===== config.mk =====
export PLATFORM = sky130hd
export DESIGN_NAME = mdso_status
export DESIGN_NICKNAME = d
export VERILOG_FILES = /design/src/design/mdso_pkg.sv /design/src/design/mdso_status.sv
export VERILOG_INCLUDE_DIRS = /design/src /design/src/design
export SDC_FILE = /design/constraint.sdc
export NUM_CORES = 1
export LEC_CHECK = 0
export BUFFER_PORTS_ARGS = -buffer_cell sky130_fd_sc_hd__buf_4
export CORE_ASPECT_RATIO = 0.8
export CORE_MARGIN = 2
export CORE_UTILIZATION = 40
export CTS_CLUSTER_SIZE = 30
export DETAILED_ROUTE_END_ITERATION = 10
export SYNTH_ARGS = -nofsm -noshare
export SYNTH_HDL_FRONTEND = slang
export SYNTH_SLANG_ARGS = --single-unit

===== constraint.sdc =====
create_clock -name clk -period 8.2 [get_ports clk]
set_input_delay 1.23 -clock clk [delete_from_list [all_inputs] [get_ports clk]]
set_output_delay 1.23 -clock clk [all_outputs]
set_load 0.01 [all_outputs]

===== src/design/mdso_params.svh =====
`ifndef MDSO_PARAMS_SVH
`define MDSO_PARAMS_SVH
// Register offsets (word index on the plain register port)
`define MDSO_OFS_TEMP_LIM      8'h00
`define MDSO_OFS_OVLD_TIME     8'h01
`define MDSO_OFS_SPEED_LIM     8'h02
`define MDSO_OFS_OVER_V        8'h03
`define MDSO_OFS_UNDER_V       8'h04
`define MDSO_OFS_DEV_LIM       8'h05
`define MDSO_OFS_HOME_MODE     8'h06
`define MDSO_OFS_MOVE_MIN      8'h07
`define MDSO_OFS_END_RANGE     8'h08
`define MDSO_OFS_END_OFFSET    8'h09
`define MDSO_OFS_STATUS        8'h0A
`define MDSO_OFS_ZONE_BASE     8'h10
// Reset values
`define MDSO_RST_TEMP_LIM      16'h0055
`define MDSO_RST_OVLD_TIME     16'h0032
`define MDSO_RST_SPEED_LIM     16'h1194
`define MDSO_RST_OVER_V_AC     16'h01B3
`define MDSO_RST_OVER_V_DC     16'h0276
`define MDSO_RST_UNDER_V_AC    16'h0078
`define MDSO_RST_UNDER_V_DC    16'h00B4
`define MDSO_RST_DEV_LIM       16'h012C
`define MDSO_RST_END_RANGE     16'h0012
`define MDSO_RST_HOME_MODE     1'b0
`define MDSO_RST_MOVE_MIN      8'h00
`define MDSO_RST_END_OFFSET    16'h0000
`define MDSO_RST_ZONE          24'h000000
// Timing
`define MDSO_CLK_HZ            100000000
`define MDSO_MS_CYCLES         (`MDSO_CLK_HZ / 1000)
`define MDSO_TENTH_S_CYCLES    (`MDSO_CLK_HZ / 10)
`endif


===== src/design/mdso_pkg.sv =====
package mdso_pkg;
	typedef struct packed {
		logic [15:0] temp;
		logic [15:0] speed;
		logic [15:0] volt;
		logic [15:0] deviation;
		logic        overload;
	} mdso_meas_t;
	typedef struct packed {
		logic main_power;
		logic start_any;
		logic free_run;
		logic stop;
		logic cur_on_assigned;
		logic cur_on;
		logic alarm;
		logic busy_tool;
	} mdso_ready_in_t;
	typedef struct packed {
		logic signed [23:0] cmd_pos;
		logic signed [23:0] act_pos;
		logic               origin_set;
		logic               operating;
		logic               torque_over;
	} mdso_motion_t;
	typedef enum logic [1:0] {MV_IDLE, MV_RUN, MV_HOLD} mdso_move_st_t;
endpackage : mdso_pkg


===== src/design/mdso_status.sv =====
// Design decisions made here: the strobed register port and the address map.
`timescale 1ns/10ps
`include "mdso_params.svh"
module mdso_status #(
	parameter bit          DC_INPUT     = 1'b0,
	parameter int unsigned MS_CYC       = `MDSO_MS_CYCLES,
	parameter int unsigned TENTH_S_CYC  = `MDSO_TENTH_S_CYCLES
) (
	// Clock and reset
	input  wire logic                    clk,
	input  wire logic                    resetn,
	// Register port
	input  wire logic [7:0]              reg_addr,
	input  wire logic [31:0]             reg_wdata,
	input  wire logic                    reg_wr,
	input  wire logic                    reg_rd,
	output logic [31:0]                  reg_rdata,
	// Measurements and state from the drive (same clock)
	input  wire mdso_pkg::mdso_meas_t     meas,
	input  wire mdso_pkg::mdso_ready_in_t rdy_in,
	input  wire mdso_pkg::mdso_motion_t   motion,
	// Status outputs
	output logic                         warning_output,
	output logic                         ready_output,
	output logic                         home_output,
	output logic                         moving_output,
	output logic                         complete_output,
	output logic                         torque_limit_output,
	output logic                         zone_one_output,
	output logic                         zone_two_output,
	output logic                         zone_three_output
);
	import mdso_pkg::*;

	////////////////////////////////////////////////////////////////////////
	localparam logic [15:0] OVER_V_RST  =
		DC_INPUT ? `MDSO_RST_OVER_V_DC : `MDSO_RST_OVER_V_AC;
	localparam logic [15:0] UNDER_V_RST =
		DC_INPUT ? `MDSO_RST_UNDER_V_DC : `MDSO_RST_UNDER_V_AC;

	logic        [15:0] temp_lim;
	logic        [15:0] ovld_time;
	logic        [15:0] speed_lim;
	logic        [15:0] over_v;
	logic        [15:0] under_v;
	logic        [15:0] dev_lim;
	logic               home_mode;
	logic        [7:0]  move_min;
	logic        [15:0] end_range;
	logic signed [15:0] end_offset;
	logic signed [23:0] zone_pos [3];
	logic signed [23:0] zone_neg [3];

	// Inside test for one zone
	function automatic logic in_zone(input logic signed [23:0] p,
		input logic signed [23:0] hi, input logic signed [23:0] lo);
		if (hi < lo)
			return (p <= hi) || (p >= lo);
		else if (hi == lo)
			return p == hi;
		else
			return (p >= lo) && (p <= hi);
	endfunction : in_zone

	// Word index of one zone boundary; positive even, negative odd
	function automatic logic [7:0] zone_ofs(input int idx,
		input logic neg);
		return `MDSO_OFS_ZONE_BASE + 8'(2 * idx) + {7'h00, neg};
	endfunction : zone_ofs

	////////////////////////////////////////////////////////////////////////
	// Register writes
	always_ff @(posedge clk) begin
		if (!resetn) begin
			temp_lim   <= `MDSO_RST_TEMP_LIM;
			ovld_time  <= `MDSO_RST_OVLD_TIME;
			speed_lim  <= `MDSO_RST_SPEED_LIM;
			over_v     <= OVER_V_RST;
			under_v    <= UNDER_V_RST;
			dev_lim    <= `MDSO_RST_DEV_LIM;
			home_mode  <= `MDSO_RST_HOME_MODE;
			move_min   <= `MDSO_RST_MOVE_MIN;
			end_range  <= `MDSO_RST_END_RANGE;
			end_offset <= `MDSO_RST_END_OFFSET;
			for (int i = 0; i < 3; i++) begin
				zone_pos[i] <= `MDSO_RST_ZONE;
				zone_neg[i] <= `MDSO_RST_ZONE;
			end
		end else if (reg_wr) begin
			case (reg_addr)
				`MDSO_OFS_TEMP_LIM:   temp_lim   <= reg_wdata[15:0];
				`MDSO_OFS_OVLD_TIME:  ovld_time  <= reg_wdata[15:0];
				`MDSO_OFS_SPEED_LIM:  speed_lim  <= reg_wdata[15:0];
				`MDSO_OFS_OVER_V:     over_v     <= reg_wdata[15:0];
				`MDSO_OFS_UNDER_V:    under_v    <= reg_wdata[15:0];
				`MDSO_OFS_DEV_LIM:    dev_lim    <= reg_wdata[15:0];
				`MDSO_OFS_HOME_MODE:  home_mode  <= reg_wdata[0];
				`MDSO_OFS_MOVE_MIN:   move_min   <= reg_wdata[7:0];
				`MDSO_OFS_END_RANGE:  end_range  <= reg_wdata[15:0];
				`MDSO_OFS_END_OFFSET: end_offset <= reg_wdata[15:0];
				default: begin
					for (int i = 0; i < 3; i++) begin
						if (reg_addr == zone_ofs(i, 1'b0))
							zone_pos[i] <= reg_wdata[23:0];
						if (reg_addr == zone_ofs(i, 1'b1))
							zone_neg[i] <= reg_wdata[23:0];
					end
				end
			endcase
		end
	end

	////////////////////////////////////////////////////////////////////////
	// Register reads, data one cycle after the strobe
	always_ff @(posedge clk) begin
		if (!resetn) begin
			reg_rdata <= 32'h00000000;
		end else if (reg_rd) begin
			reg_rdata <= 32'h00000000;
			case (reg_addr)
				`MDSO_OFS_TEMP_LIM:   reg_rdata[15:0] <= temp_lim;
				`MDSO_OFS_OVLD_TIME:  reg_rdata[15:0] <= ovld_time;
				`MDSO_OFS_SPEED_LIM:  reg_rdata[15:0] <= speed_lim;
				`MDSO_OFS_OVER_V:     reg_rdata[15:0] <= over_v;
				`MDSO_OFS_UNDER_V:    reg_rdata[15:0] <= under_v;
				`MDSO_OFS_DEV_LIM:    reg_rdata[15:0] <= dev_lim;
				`MDSO_OFS_HOME_MODE:  reg_rdata[0]    <= home_mode;
				`MDSO_OFS_MOVE_MIN:   reg_rdata[7:0]  <= move_min;
				`MDSO_OFS_END_RANGE:  reg_rdata[15:0] <= end_range;
				`MDSO_OFS_END_OFFSET: reg_rdata[15:0] <= end_offset;
				`MDSO_OFS_STATUS: reg_rdata[8:0] <= {zone_three_output,
					zone_two_output, zone_one_output, torque_limit_output,
					complete_output, moving_output, home_output,
					ready_output, warning_output};
				default: begin
					for (int i = 0; i < 3; i++) begin
						if (reg_addr == zone_ofs(i, 1'b0))
							reg_rdata[23:0] <= zone_pos[i];
						if (reg_addr == zone_ofs(i, 1'b1))
							reg_rdata[23:0] <= zone_neg[i];
					end
				end
			endcase
		end else begin
			reg_rdata <= 32'h00000000;
		end
	end

	////////////////////////////////////////////////////////////////////////
	// Overload persistence timer, 0.1 s ticks
	logic [31:0] tenth_cnt;
	logic [15:0] ovld_ticks;
	logic        ovld_warn;
	always_ff @(posedge clk) begin
		if (!resetn || !meas.overload) begin
			tenth_cnt  <= 32'h00000000;
			ovld_ticks <= 16'h0000;
			ovld_warn  <= 1'b0;
		end else begin
			if (tenth_cnt == 32'(TENTH_S_CYC - 1)) begin
				tenth_cnt <= 32'h00000000;
				if (ovld_ticks != 16'hFFFF)
					ovld_ticks <= ovld_ticks + 16'h0001;
			end else begin
				tenth_cnt <= tenth_cnt + 32'h00000001;
			end
			ovld_warn <= ovld_ticks >= ovld_time;
		end
	end

	// Warning conditions are levels; output follows them
	always_ff @(posedge clk) begin
		if (!resetn)
			warning_output <= 1'b0;
		else
			warning_output <= (meas.temp >= temp_lim)
				|| ovld_warn
				|| (meas.speed > speed_lim)
				|| (meas.volt > over_v)
				|| (meas.volt < under_v)
				|| (rdy_in.cur_on && meas.deviation > dev_lim);
	end

	////////////////////////////////////////////////////////////////////////
	// Moving flag with a minimum on time in ms
	mdso_move_st_t mv_st;
	logic [31:0]   ms_cnt;
	logic [7:0]    ms_done;
	always_ff @(posedge clk) begin
		if (!resetn) begin
			mv_st   <= MV_IDLE;
			ms_cnt  <= 32'h00000000;
			ms_done <= 8'h00;
		end else begin
			case (mv_st)
				MV_IDLE: begin
					ms_cnt  <= 32'h00000000;
					ms_done <= 8'h00;
					if (motion.operating)
						mv_st <= MV_RUN;
				end
				MV_RUN, MV_HOLD: begin
					if (ms_cnt == 32'(MS_CYC - 1)) begin
						ms_cnt <= 32'h00000000;
						if (ms_done != 8'hFF)
							ms_done <= ms_done + 8'h01;
					end else begin
						ms_cnt <= ms_cnt + 32'h00000001;
					end
					if (motion.operating)
						mv_st <= MV_RUN;
					else if (ms_done >= move_min)
						mv_st <= MV_IDLE;
					else
						mv_st <= MV_HOLD;
				end
				default: mv_st <= MV_IDLE;
			endcase
		end
	end
	// Short pulses are stretched so a slow host still sees them
	assign moving_output = (mv_st != MV_IDLE);

	////////////////////////////////////////////////////////////////////////
	// Ready, home, complete, torque, zones
	logic               home_latched;
	logic signed [23:0] settle_err;
	always_comb begin
		settle_err = motion.act_pos - motion.cmd_pos - 24'(end_offset);
		if (settle_err < 0)
			settle_err = -settle_err;
	end

	always_ff @(posedge clk) begin
		if (!resetn) begin
			ready_output <= 1'b0;
		end else begin
			ready_output <= rdy_in.main_power && !rdy_in.start_any
				&& !rdy_in.free_run && !rdy_in.stop
				&& (!rdy_in.cur_on_assigned || rdy_in.cur_on)
				&& !rdy_in.alarm && !moving_output
				&& !rdy_in.busy_tool;
		end
	end

	// Origin state of the last cycle; resets low so an origin that
	// survives reset still counts as newly set
	logic origin_seen;
	always_ff @(posedge clk) begin
		if (!resetn)
			origin_seen <= 1'b0;
		else
			origin_seen <= motion.origin_set;
	end

	// Origin latch: set as the origin becomes set, wherever the motor
	// stands, cleared on the first move; setting wins over moving
	always_ff @(posedge clk) begin
		if (!resetn || !motion.origin_set)
			home_latched <= 1'b0;
		else if (!origin_seen)
			home_latched <= 1'b1;
		else if (moving_output)
			home_latched <= 1'b0;
	end

	always_ff @(posedge clk) begin
		if (!resetn) begin
			home_output         <= 1'b0;
			complete_output     <= 1'b0;
			torque_limit_output <= 1'b0;
			zone_one_output     <= 1'b0;
			zone_two_output     <= 1'b0;
			zone_three_output   <= 1'b0;
		end else begin
			if (home_mode)
				home_output <= home_latched;
			else
				home_output <= motion.origin_set && !moving_output
					&& motion.cmd_pos == 24'sh000000;
			complete_output <= !moving_output
				&& settle_err <= 24'(end_range);
			torque_limit_output <= motion.torque_over;
			zone_one_output <= in_zone(motion.cmd_pos, zone_pos[0],
				zone_neg[0]);
			zone_two_output <= in_zone(motion.cmd_pos, zone_pos[1],
				zone_neg[1]);
			zone_three_output <= in_zone(motion.act_pos, zone_pos[2],
				zone_neg[2]);
		end
	end

	////////////////////////////////////////////////////////////////////////
	// Checks
	ready_idle_a: assert property (@(posedge clk) disable iff (!resetn)
		ready_output |-> $past(!moving_output && !rdy_in.alarm))
		else $error("ready while moving or alarmed");
	warn_speed_a: assert property (@(posedge clk) disable iff (!resetn)
		$past(resetn && meas.speed > speed_lim) |-> warning_output)
		else $error("overspeed not flagged");
	warn_temp_a: assert property (@(posedge clk) disable iff (!resetn)
		$past(resetn && meas.temp >= temp_lim) |-> warning_output)
		else $error("overheat not flagged");
	home_orig_a: assert property (@(posedge clk) disable iff (!resetn)
		$past(resetn && !home_mode && !motion.origin_set) |-> !home_output)
		else $error("home flag without origin");
	zone_equal_a: assert property (@(posedge clk) disable iff (!resetn)
		$past(resetn && zone_pos[0] == zone_neg[0]
		&& motion.cmd_pos != zone_pos[0])
		|-> !zone_one_output)
		else $error("zone one on off exact point");
	zone_three_a: assert property (@(posedge clk) disable iff (!resetn)
		$past(resetn && zone_pos[2] == zone_neg[2]
		&& motion.act_pos == zone_pos[2])
		|-> zone_three_output)
		else $error("zone three missed actual position");
	move_hold_a: assert property (@(posedge clk) disable iff (!resetn)
		motion.operating |=> moving_output)
		else $error("moving flag not raised");
	done_stop_a: assert property (@(posedge clk) disable iff (!resetn)
		complete_output |-> $past(!moving_output))
		else $error("complete while moving");
	torque_flag_a: assert property (@(posedge clk) disable iff (!resetn)
		motion.torque_over |=> torque_limit_output)
		else $error("torque flag missed");

	// Cycles the moving flag has stood so far, for the minimum-time check
	logic [31:0] mv_age;
	always_ff @(posedge clk) begin
		if (!resetn || !moving_output)
			mv_age <= 32'h00000000;
		else if (mv_age != 32'hFFFFFFFF)
			mv_age <= mv_age + 32'h00000001;
	end
	warn_over_a: assert property (@(posedge clk) disable iff (!resetn)
		$past(resetn && meas.volt > over_v) |-> warning_output)
		else $error("overvoltage not flagged");
	warn_under_a: assert property (@(posedge clk) disable iff (!resetn)
		$past(resetn && meas.volt < under_v) |-> warning_output)
		else $error("undervoltage not flagged");
	warn_dev_a: assert property (@(posedge clk) disable iff (!resetn)
		$past(resetn && rdy_in.cur_on && meas.deviation > dev_lim)
		|-> warning_output)
		else $error("deviation not flagged");
	ready_block_a: assert property (@(posedge clk) disable iff (!resetn)
		$past(!rdy_in.main_power || rdy_in.start_any || rdy_in.free_run
		|| rdy_in.stop || rdy_in.busy_tool) |-> !ready_output)
		else $error("ready while blocked");
	home_keep_a: assert property (@(posedge clk) disable iff (!resetn)
		home_latched && motion.origin_set && !moving_output |=> home_latched)
		else $error("home latch lost while standing");
	zone_inv_a: assert property (@(posedge clk) disable iff (!resetn)
		$past(resetn && zone_pos[0] < zone_neg[0] && (motion.cmd_pos
		<= zone_pos[0] || motion.cmd_pos >= zone_neg[0])) |-> zone_one_output)
		else $error("inverted zone one missed");
	zone_norm_a: assert property (@(posedge clk) disable iff (!resetn)
		$past(resetn && zone_pos[0] > zone_neg[0] && (motion.cmd_pos
		< zone_neg[0] || motion.cmd_pos > zone_pos[0])) |-> !zone_one_output)
		else $error("zone one on outside bounds");
	move_min_a: assert property (@(posedge clk) disable iff (!resetn)
		$fell(moving_output) |-> $past(mv_age) >= 32'(move_min) * 32'(MS_CYC))
		else $error("moving flag dropped early");
endmodule : mdso_status


==> impl_results.md, run 1 <==
* Total track usage at 26.8%
* Drc violations at 0
* Vertical die dimension at around 240 um
* Maximum level of the CTS H-tree at 2
* Synth top area cells: sky130_fd_sc_hd__dfxtp_1 19%, sky130_fd_sc_hd__ha_1 17%, sky130_fd_sc_hd__edfxtp_1 16%
* RSZ-0062 raised after global routing: false
* Per-instance average area after synthesis at 8.86 um2
* Count of buffers from port buffering at ~190
* Post-cts sizing count at 0
* Primary flip-flop cell chosen by synthesis mapping: sky130_fd_sc_hd__dfxtp_1
* Width of the die at approximately 290 um
* Max-cap violations at 0
* Clock latency of the later-clocked register in the worst-skew pair at approximately 0.6 ns
* Core Area at 67100 um2
* Total congestion overflow at 0
* # rows at 85
* Max FO, Critical Path at 7
* Run status: complete, no violations
* Largest buffer count on any clock path at 3
* Slew @ Worst Pin at 1.21 ns
* Register bit count reported by yosys at 406
* Number of setup violations in the final report at 0
* Top-area cell type share of the netlist area at approximately a fifth
* Starting density of the core at 40.4%
* Post-synthesis cell area at 27100 um2
* Maximum number of pins on one net before global-route repair at 86
* Post-layout minimum cycle time at 6.36 ns
* Worst hold path type: reg2reg
* Final HPWL from detailed placement at 74.4 mm
* Number of nets still failing antenna checks after routing at 0
* Met2 WL post-DR at between 30 and 40 mm
* Cell total after placement at 4081
* Clock root buffer: sky130_fd_sc_hd__clkbuf_16
* Worst endpoint required time at 8.75 ns
* Count of routing violations after the opening detailed-route iteration at 2739
* Number of global-route vias before repair at about 22000
* Detailed-route wire length at 94.8 mm
* Maximum vdd drop at 0.142 mV
* Layout cells sized above 1 at 10.6%
* Library cells used by synthesis at 92
* Rel. slew slack at a little under a fifth
* Post-route core utilization at 46.1%
* Share of async-settable or async-resettable flops after synthesis at 0%
* Crit start category: input pin
* Slew Limit Fails at 0
* Critical Path End Type: register
* Clock tree skew after final layout at 0.0234 ns
* Setup TNS at 0 ns
* Arrival time of the worst setup path at 6.91 ns
* Final net count at 3773
* Via-to-Cell Ratio at 5.65
* Met3 layer wire length in the routed design at 10.1 mm
* F_max at 0.157 GHz
* Number of I/O pins at about 210
* Period utilisation layout at around 78%
* Area of the die at 69800 um2
* Routed via count at 23500
* Initial antenna violation count at 4
* Routability congestion estimate from global placement at 0.978
* Worst-path clk slew at 0.07 ns
* Post-CTS setup repair buffer count at 0
* Power Density at 167 nW/um2
* Leak Pwr at 12.7 nW
* Area growth, synth to finish at 14.2%
* Worst Path Class, Setup: in2reg
* Number of endpoints with negative hold slack in the final report at 0
* Number of iterations in the first detailed-routing pass at 11
* Clk sinks at 406
* Cell accounting for the most synthesized area: sky130_fd_sc_hd__dfxtp_1
* Post-Layout Cell Count at 4165
* First-pass GRT wire length at 140 mm
* Topmost layer with routed signal wires: met5
* Total power at between 0.005 and 0.006 W
* Routed met1 length at roughly 42 mm
* Number of warnings printed during yosys synthesis at 0
* Routed wire per std cell at 22.8 um
* Count of flip-flops with a built-in enable after synthesis at 144
* Number of hold buffers added after cts at 0
* TritonCTS clock tree: yes
* Syn Inst Count at 3055
* Sequential area share after synthesis at 35.3%
* Number of buffers inserted during clock tree synthesis at 45
## final cells by class
type,instances,area [um2]
timing repair buffer,222,1670
multi-input combinational,2208,15900
clock buffer,55,1200
inverter,332,1250
clock inverter,27,196
fill,6472,36200
tap,913,1140
sequential,406,9570
antenna,2,5.00
## cell usage in the layout, fill, tap and decap left out, types with 7 or more instances in the layout
| cell | n |
|---|---|
| sky130_fd_sc_hd__xor2_1 | 74 |
| sky130_fd_sc_hd__or3_1 | 16 |
| sky130_fd_sc_hd__xnor2_1 | 38 |
| sky130_fd_sc_hd__ha_1 | 367 |
| sky130_fd_sc_hd__a21oi_1 | 215 |
| sky130_fd_sc_hd__inv_1 | 330 |
| sky130_fd_sc_hd__a211oi_1 | 15 |
| sky130_fd_sc_hd__o21ai_0 | 97 |
| sky130_fd_sc_hd__o21a_1 | 41 |
| sky130_fd_sc_hd__dfxtp_1 | 262 |
| sky130_fd_sc_hd__conb_1 | 8 |
| sky130_fd_sc_hd__and2_1 | 60 |
| sky130_fd_sc_hd__o31ai_1 | 8 |
| sky130_fd_sc_hd__nor4_1 | 22 |
| sky130_fd_sc_hd__nand2_1 | 361 |
| sky130_fd_sc_hd__a22oi_1 | 48 |
| sky130_fd_sc_hd__nor2_1 | 157 |
| sky130_fd_sc_hd__nand3_1 | 55 |
| sky130_fd_sc_hd__or4_1 | 7 |
| sky130_fd_sc_hd__and3_1 | 29 |
| sky130_fd_sc_hd__a222oi_1 | 18 |
| sky130_fd_sc_hd__fa_1 | 23 |
| sky130_fd_sc_hd__clkbuf_16 | 45 |
| sky130_fd_sc_hd__and4_1 | 13 |
| sky130_fd_sc_hd__a21o_1 | 99 |
| sky130_fd_sc_hd__nand2b_1 | 24 |
| sky130_fd_sc_hd__a221o_1 | 9 |
| sky130_fd_sc_hd__nor3_2 | 9 |
| sky130_fd_sc_hd__edfxtp_1 | 144 |
| sky130_fd_sc_hd__or2_2 | 7 |
| sky130_fd_sc_hd__o211ai_1 | 57 |
| sky130_fd_sc_hd__clkinv_2 | 12 |
| sky130_fd_sc_hd__a221oi_1 | 24 |
| sky130_fd_sc_hd__a22o_1 | 22 |
| sky130_fd_sc_hd__buf_4 | 222 |
| sky130_fd_sc_hd__nand4_1 | 82 |
| sky130_fd_sc_hd__a31oi_1 | 26 |
| sky130_fd_sc_hd__nor3_1 | 27 |
| sky130_fd_sc_hd__nor3b_1 | 7 |
| sky130_fd_sc_hd__nor2b_1 | 40 |
## metal layers
| layer | vias up | GRT usage, % |
|---|---|---|
| li1 | 11300 | - |
| met1 | 11100 | 38.7 |
| met2 | 1010 | 39.3 |
| met3 | 159 | 6.10 |
| met4 | 4 | 8.47 |
| met5 | - | 0 |
## critical path, cell delays in order
cell,delay [ns]
sky130_fd_sc_hd__buf_4,0.08
sky130_fd_sc_hd__inv_1,0.10
sky130_fd_sc_hd__fa_1,0.58
sky130_fd_sc_hd__inv_1,0.05
sky130_fd_sc_hd__ha_1,0.18
sky130_fd_sc_hd__or2_2,0.30
sky130_fd_sc_hd__fa_1,0.43
sky130_fd_sc_hd__a211o_1,0.36
sky130_fd_sc_hd__a221o_1,0.43
sky130_fd_sc_hd__xor2_1,0.23
sky130_fd_sc_hd__a221oi_1,0.39
sky130_fd_sc_hd__nand4_1,0.36
sky130_fd_sc_hd__o41ai_1,0.53
sky130_fd_sc_hd__xnor2_1,0.20
sky130_fd_sc_hd__ha_1,0.28
sky130_fd_sc_hd__nand4_1,0.12
sky130_fd_sc_hd__nor2_1,0.09
sky130_fd_sc_hd__a211oi_1,0.25
sky130_fd_sc_hd__o211ai_1,0.12
sky130_fd_sc_hd__a31oi_1,0.15
sky130_fd_sc_hd__a31oi_1,0.09
sky130_fd_sc_hd__a211oi_1,0.18
sky130_fd_sc_hd__and4_1,0.19
## cell usage after synthesis, types with 18 or more instances
master	count
sky130_fd_sc_hd__a221oi_1	24
sky130_fd_sc_hd__a22oi_1	48
sky130_fd_sc_hd__nor2_1	162
sky130_fd_sc_hd__o21a_1	41
sky130_fd_sc_hd__nand2b_1	24
sky130_fd_sc_hd__edfxtp_1	144
sky130_fd_sc_hd__nand4_1	82
sky130_fd_sc_hd__xnor2_1	38
sky130_fd_sc_hd__o21ai_0	99
sky130_fd_sc_hd__xor2_1	74
sky130_fd_sc_hd__inv_1	330
sky130_fd_sc_hd__ha_1	367
sky130_fd_sc_hd__nand2_1	361
sky130_fd_sc_hd__and3_1	29
sky130_fd_sc_hd__clkbuf_1	96
sky130_fd_sc_hd__o211ai_1	57
sky130_fd_sc_hd__a22o_1	22
sky130_fd_sc_hd__dfxtp_1	262
sky130_fd_sc_hd__a21oi_1	215
sky130_fd_sc_hd__a222oi_1	18
sky130_fd_sc_hd__fa_1	23
sky130_fd_sc_hd__nor2b_1	40
sky130_fd_sc_hd__a31oi_1	26
sky130_fd_sc_hd__nor3_1	35
sky130_fd_sc_hd__and2_1	60
sky130_fd_sc_hd__nor4_1	23
sky130_fd_sc_hd__nand3_1	55
sky130_fd_sc_hd__a21o_1	99
## path summary, 6_finish.rpt
check,endpoint,from,slack (ns),cells after the start
setup / recovery,complete_output,motion[3],1.84,23
hold / removal,home_latched,origin_seen,0.40,1
setup reg to reg,complete_output,end_offset[4],2.24,22
hold reg to reg,home_latched,origin_seen,0.40,1
## registers in the layout (all words and copies together) (netlist names), 2 cells and up
register    flops
dev_lim        16
temp_lim       16
ms_cnt         32
over_v         16
move_min        8
ovld_ticks     16
reg_rdata      24
speed_lim      16
end_offset     16
end_range      16
under_v        16
zone_pos       72
ovld_time      16
ms_done         8
mv_st           2
tenth_cnt      32
zone_neg       72
## kinds of logic (layout without fill, tap and decap cells)
| logic type | Yosys count | in the layout | share of synthesized area, % |
|---|---|---|---|
| compound gates | 743 | 743 | 18.4 |
| xor+xnor | 112 | 112 | 3.62 |
| fa+ha+maj | 390 | 390 | 18.7 |
| buf+inv | 448 | 636 | 6.51 |
| flops | 406 | 406 | 35.3 |
| mux | 7 | 7 | 0.263 |
| other cells | 1 | 10 | 0.0138 |
| simple gates | 948 | 948 | 17.2 |
## report_power, final
group	internal, W	switching, W
clock	0.00106	0.000897
sequential	0.00213	0.0000539
combinational	0.000419	0.000595
## per-stage QoR
step           hold WS [ns]  setup WS, ns  instance area (um2)
2_1_floorplan         0.393          2.01                27100
3_3_place_gp          0.396          1.37                29500
3_5_place_dp          0.406          1.26                29500
4_1_cts               0.411          1.90                30900
5_1_grt               0.445          1.49                30900
6_report              0.403          1.84                30900
No activity file was read; power rests on OpenSTA's default activity.
==> run 2: changes to the inputs <==
--- a/config.mk
+++ b/config.mk
@@ -6,6 +6,7 @@
 export SDC_FILE = /design/constraint.sdc
 export NUM_CORES = 1
 export LEC_CHECK = 0
+export ABC_AREA = 1
 export BUFFER_PORTS_ARGS = -buffer_cell sky130_fd_sc_hd__buf_4
 export CORE_ASPECT_RATIO = 0.8
 export CORE_MARGIN = 2
==> constraint.sdc (replaced) <==
create_clock -name clk -period 6.6 [get_ports clk]
set_input_delay 0.99 -clock clk [delete_from_list [all_inputs] [get_ports clk]]
set_output_delay 0.99 -clock clk [all_outputs]
set_load 0.01 [all_outputs]
==> run 2 against run 1 <==
First-iteration DRC count is 3.5% lower. Non-clock buffer count decreased by 12. Area after synthesis rose by 3.3%. Via count up 9.3%. Worst hold slack improved by 0.0091 ns. Register-to-register slack got worse by 0.10 ns. Cell count increased by 14%. Sequential power increased by 23%. Core utilization grew 0.21 points.
==> impl_results.md, run 2 <==
* Library cell with the highest instance count after synthesis: sky130_fd_sc_hd__inv_1
* Synth top area cells: sky130_fd_sc_hd__dfxtp_1 19%, sky130_fd_sc_hd__ha_1 16%, sky130_fd_sc_hd__edfxtp_1 15%
* Slew @ Worst Pin at 1.26 ns
* Total congestion overflow at 0
* Area growth, synth to finish at 14.3%
* Final net count at between 4000 and 5000
* TritonCTS clock tree: yes
* Post-route core utilization at 46.3%
* Final critical-path setup slack at 1.80 ns
* Max FO, Critical Path at 4
* Power Density at about 210 nW/um2
* Area of the die at 72100 um2
* Number of global-route vias before repair at 23500
* Critical Path End Type: register
* Critical path capture point: complete_output
* F_max at 0.208 GHz
* Routability congestion estimate from global placement at between 0.9 and 1
* Number of endpoints with negative hold slack in the final report at 0
* Detailed-route wire length at 98.3 mm
* Clock tree skew after final layout at ~0.018 ns
* Initial antenna violation count at 5
* Leak Pwr at 14.1 nW
* Commonest non-fill, non-tap cell in the layout: sky130_fd_sc_hd__inv_1
* Number of iterations in the first detailed-routing pass at 6
* Final HPWL from detailed placement at a little under 80 mm
* Area used by sequential logic in the layout at approximately 9600 um2
* Reg2reg path depth at 24
* Core Area at 69100 um2
* Worst setup slack for register-to-register paths at 2.14 ns
* Worst hold path type: reg2reg
* Clock latency of the later-clocked register in the worst-skew pair at around 0.59 ns
* Maximum number of pins on one net before global-route repair at 70
* Rel. slew slack at between 10% and 20%
* Layout cells sized above 1 at slightly above 10%
* Width of the die at roughly 300 um
* Number of I/O pins at 209
* Top-area cell type share of the netlist area at 18.7%
* Clock root buffer: sky130_fd_sc_hd__clkbuf_16
* Maximum level of the CTS H-tree at 2
* Worst-path clk slew at roughly 0.070 ns
* # rows at 86
* Clk sinks at 406
* Primary flip-flop cell chosen by synthesis mapping: sky130_fd_sc_hd__dfxtp_1
* Beginning of the worst register-to-register path: end_offset[15]
* Largest buffer count on any clock path at 3
* First-pass GRT wire length at ~140 mm
* Maximum vdd drop at approximately 0.17 mV
* First element of the critical path: motion[3]
* Share of async-settable or async-resettable flops after synthesis at 0%
* Registers with the most flip-flops: zone_neg: 72 flops, zone_pos: 72 flops
* Post-CTS setup repair buffer count at 0
* Total track usage at 26.8%
* Library cells used by synthesis at 63
* DP Worst Slack at 1.16 ns
* Leading cell types in the layout, fill and taps excluded: 623 x sky130_fd_sc_hd__inv_1, 553 x sky130_fd_sc_hd__nand2_1, 394 x sky130_fd_sc_hd__a21oi_1
* Cell accounting for the most synthesized area: sky130_fd_sc_hd__dfxtp_1
* Number of warnings printed during yosys synthesis at 0
* Per-instance average area after synthesis at 7.75 um2
* Multi-input gate area at 15700 um2
* Post-synthesis cell area at 28000 um2
* Worst Path Class, Setup: in2reg
* Number of setup violations in the final report at 0
* Worst endpoint required time at 7.12 ns
* Routed wire per std cell at 20.7 um
* Starting density of the core at 40.5%
* Sequential area share after synthesis at 34.2%
* Syn Inst Count at 3610
* Drc violations at 0
* Worst Hold Slack at 0.413 ns
* Ranking of synthesized cells by instance count: 623 x sky130_fd_sc_hd__inv_1, 553 x sky130_fd_sc_hd__nand2_1, 394 x sky130_fd_sc_hd__a21oi_1, 367 x sky130_fd_sc_hd__ha_1, 262 x sky130_fd_sc_hd__dfxtp_1
* Arrival time of the worst setup path at 5.32 ns
* Number of filler cells placed in the layout at 6906
* Number of buffers inserted during clock tree synthesis at 44
* Number of nets still failing antenna checks after routing at 0
* Routed via count at ~26000
* Count of buffers from port buffering at 192
* Register bit count reported by yosys at 406
* Crit start category: input pin
* Via-to-Cell Ratio at 5.42
* Number of hold buffers added after cts at 0
* RSZ-0062 raised after global routing: false
* Run status: complete, no violations
* Vertical die dimension at 241 um
* Setup TNS at 0 ns
* R2r endpoint: complete_output
* Slew Limit Fails at 0
* Post-layout minimum cycle time at between 4 and 5 ns
* Count of flip-flops with a built-in enable after synthesis at 144
* Post-cts sizing count at 0
* Count of routing violations after the opening detailed-route iteration at 2643
* Max-cap violations at 0
* Period utilisation layout at between 70% and 80%
-- run 2: changes by cell type in the layout (fill, tap and decap cells not counted), sizes merged, moves of 32 or more --
cell | before | now
a21o | 100 | 1
xor2 | 74 | 22
o21ai | 99 | 211
nor2 | 162 | 270
nor2b | 40 | 0
a21oi | 215 | 397
and3 | 35 | 3
nand2 | 361 | 578
nand3 | 55 | 151
a22oi | 48 | 0
o22ai | 1 | 69
nor3 | 37 | 88
and2 | 60 | 3
inv | 334 | 641
-- run 2: worst max-delay path, stage by stage --
cell	delay (ns)
sky130_fd_sc_hd__buf_4	0.08
sky130_fd_sc_hd__inv_1	0.13
sky130_fd_sc_hd__fa_1	0.60
sky130_fd_sc_hd__inv_1	0.05
sky130_fd_sc_hd__ha_1	0.17
sky130_fd_sc_hd__inv_1	0.05
sky130_fd_sc_hd__nand2_1	0.13
sky130_fd_sc_hd__fa_1	0.47
sky130_fd_sc_hd__xor2_1	0.20
sky130_fd_sc_hd__nor2_1	0.20
sky130_fd_sc_hd__nand2_1	0.09
sky130_fd_sc_hd__nor2_2	0.12
sky130_fd_sc_hd__nand3_2	0.09
sky130_fd_sc_hd__nor3_2	0.16
sky130_fd_sc_hd__nand2_1	0.13
sky130_fd_sc_hd__o21ai_2	0.17
sky130_fd_sc_hd__xor2_1	0.20
sky130_fd_sc_hd__ha_1	0.29
sky130_fd_sc_hd__nand4_1	0.12
sky130_fd_sc_hd__inv_1	0.05
sky130_fd_sc_hd__a211oi_1	0.22
sky130_fd_sc_hd__nand3_1	0.10
sky130_fd_sc_hd__a21oi_1	0.19
sky130_fd_sc_hd__nand2_1	0.08
sky130_fd_sc_hd__nor2_1	0.09
sky130_fd_sc_hd__nand2_1	0.07
sky130_fd_sc_hd__nor3_2	0.10
-- run 2: area by class of cell --
class / instances / area share, %
inverter: 644 / 7.58
sequential: 406 / 29.9
multi-input combinational: 2483 / 49.1
antenna: 2 / 0.0157
clock buffer: 61 / 4.03
clock inverter: 18 / 0.810
tap: 924 / 3.62
timing repair buffer: 210 / 4.93
-- run 2: power breakdown --
part | switching [W] | internal, W | total, W | leakage (nW)
clock network | 0.00115 | 0.00157 | 0.00272 | 0.759
logic | 0.000857 | 0.000489 | 0.00135 | 9.87
registers | 0.0000445 | 0.00264 | 0.00269 | 3.48
-- run 2: logic make-up after synthesis --
kind of cell	count (synthesis)	synth area share [%]
xor+xnor	33	1.03
buf+inv	728	9.99
fa+ha+maj	390	18.1
other cells	1	0.0134
flops	406	34.2
simple gates	1217	19.8
compound gates	835	16.9
-- run 2: metal layers --
| layer | vias to the layer above | wire (um) | global-route usage, % |
|---|---|---|---|
| li1 | 12700 | - | - |
| met1 | 11800 | 46700 | 40.2 |
| met2 | 1106 | 38200 | 37.0 |
| met3 | 127 | 11200 | 7.85 |
| met4 | 8 | 2230 | 6.36 |
| met5 | - | 50 | 0 |
-- run 2: worst min-delay path by stage --
stage | startpoint | end | slack, ns | cells after the start
3_3_place_gp | origin_seen | home_latched | 0.39 | 1
6_report | origin_seen | home_latched | 0.41 | 1
5_1_grt | origin_seen | home_latched | 0.42 | 1
2_1_floorplan | origin_seen | home_latched | 0.39 | 1
4_1_cts | origin_seen | home_latched | 0.41 | 1
3_5_place_dp | origin_seen | home_latched | 0.40 | 1
-- run 2: metrics by stage --
step | total power, W | std cells | instance area, um2
final | 0.00675 | 4748 | 32000
after global routing | 0.00707 | 4746 | 32000
after CTS | 0.00677 | 4746 | 32000
after detailed placement | 0.00407 | 4667 | 30400
after global placement | 0.00405 | 4667 | 30400
after floorplan | 0.00364 | 3617 | 28000
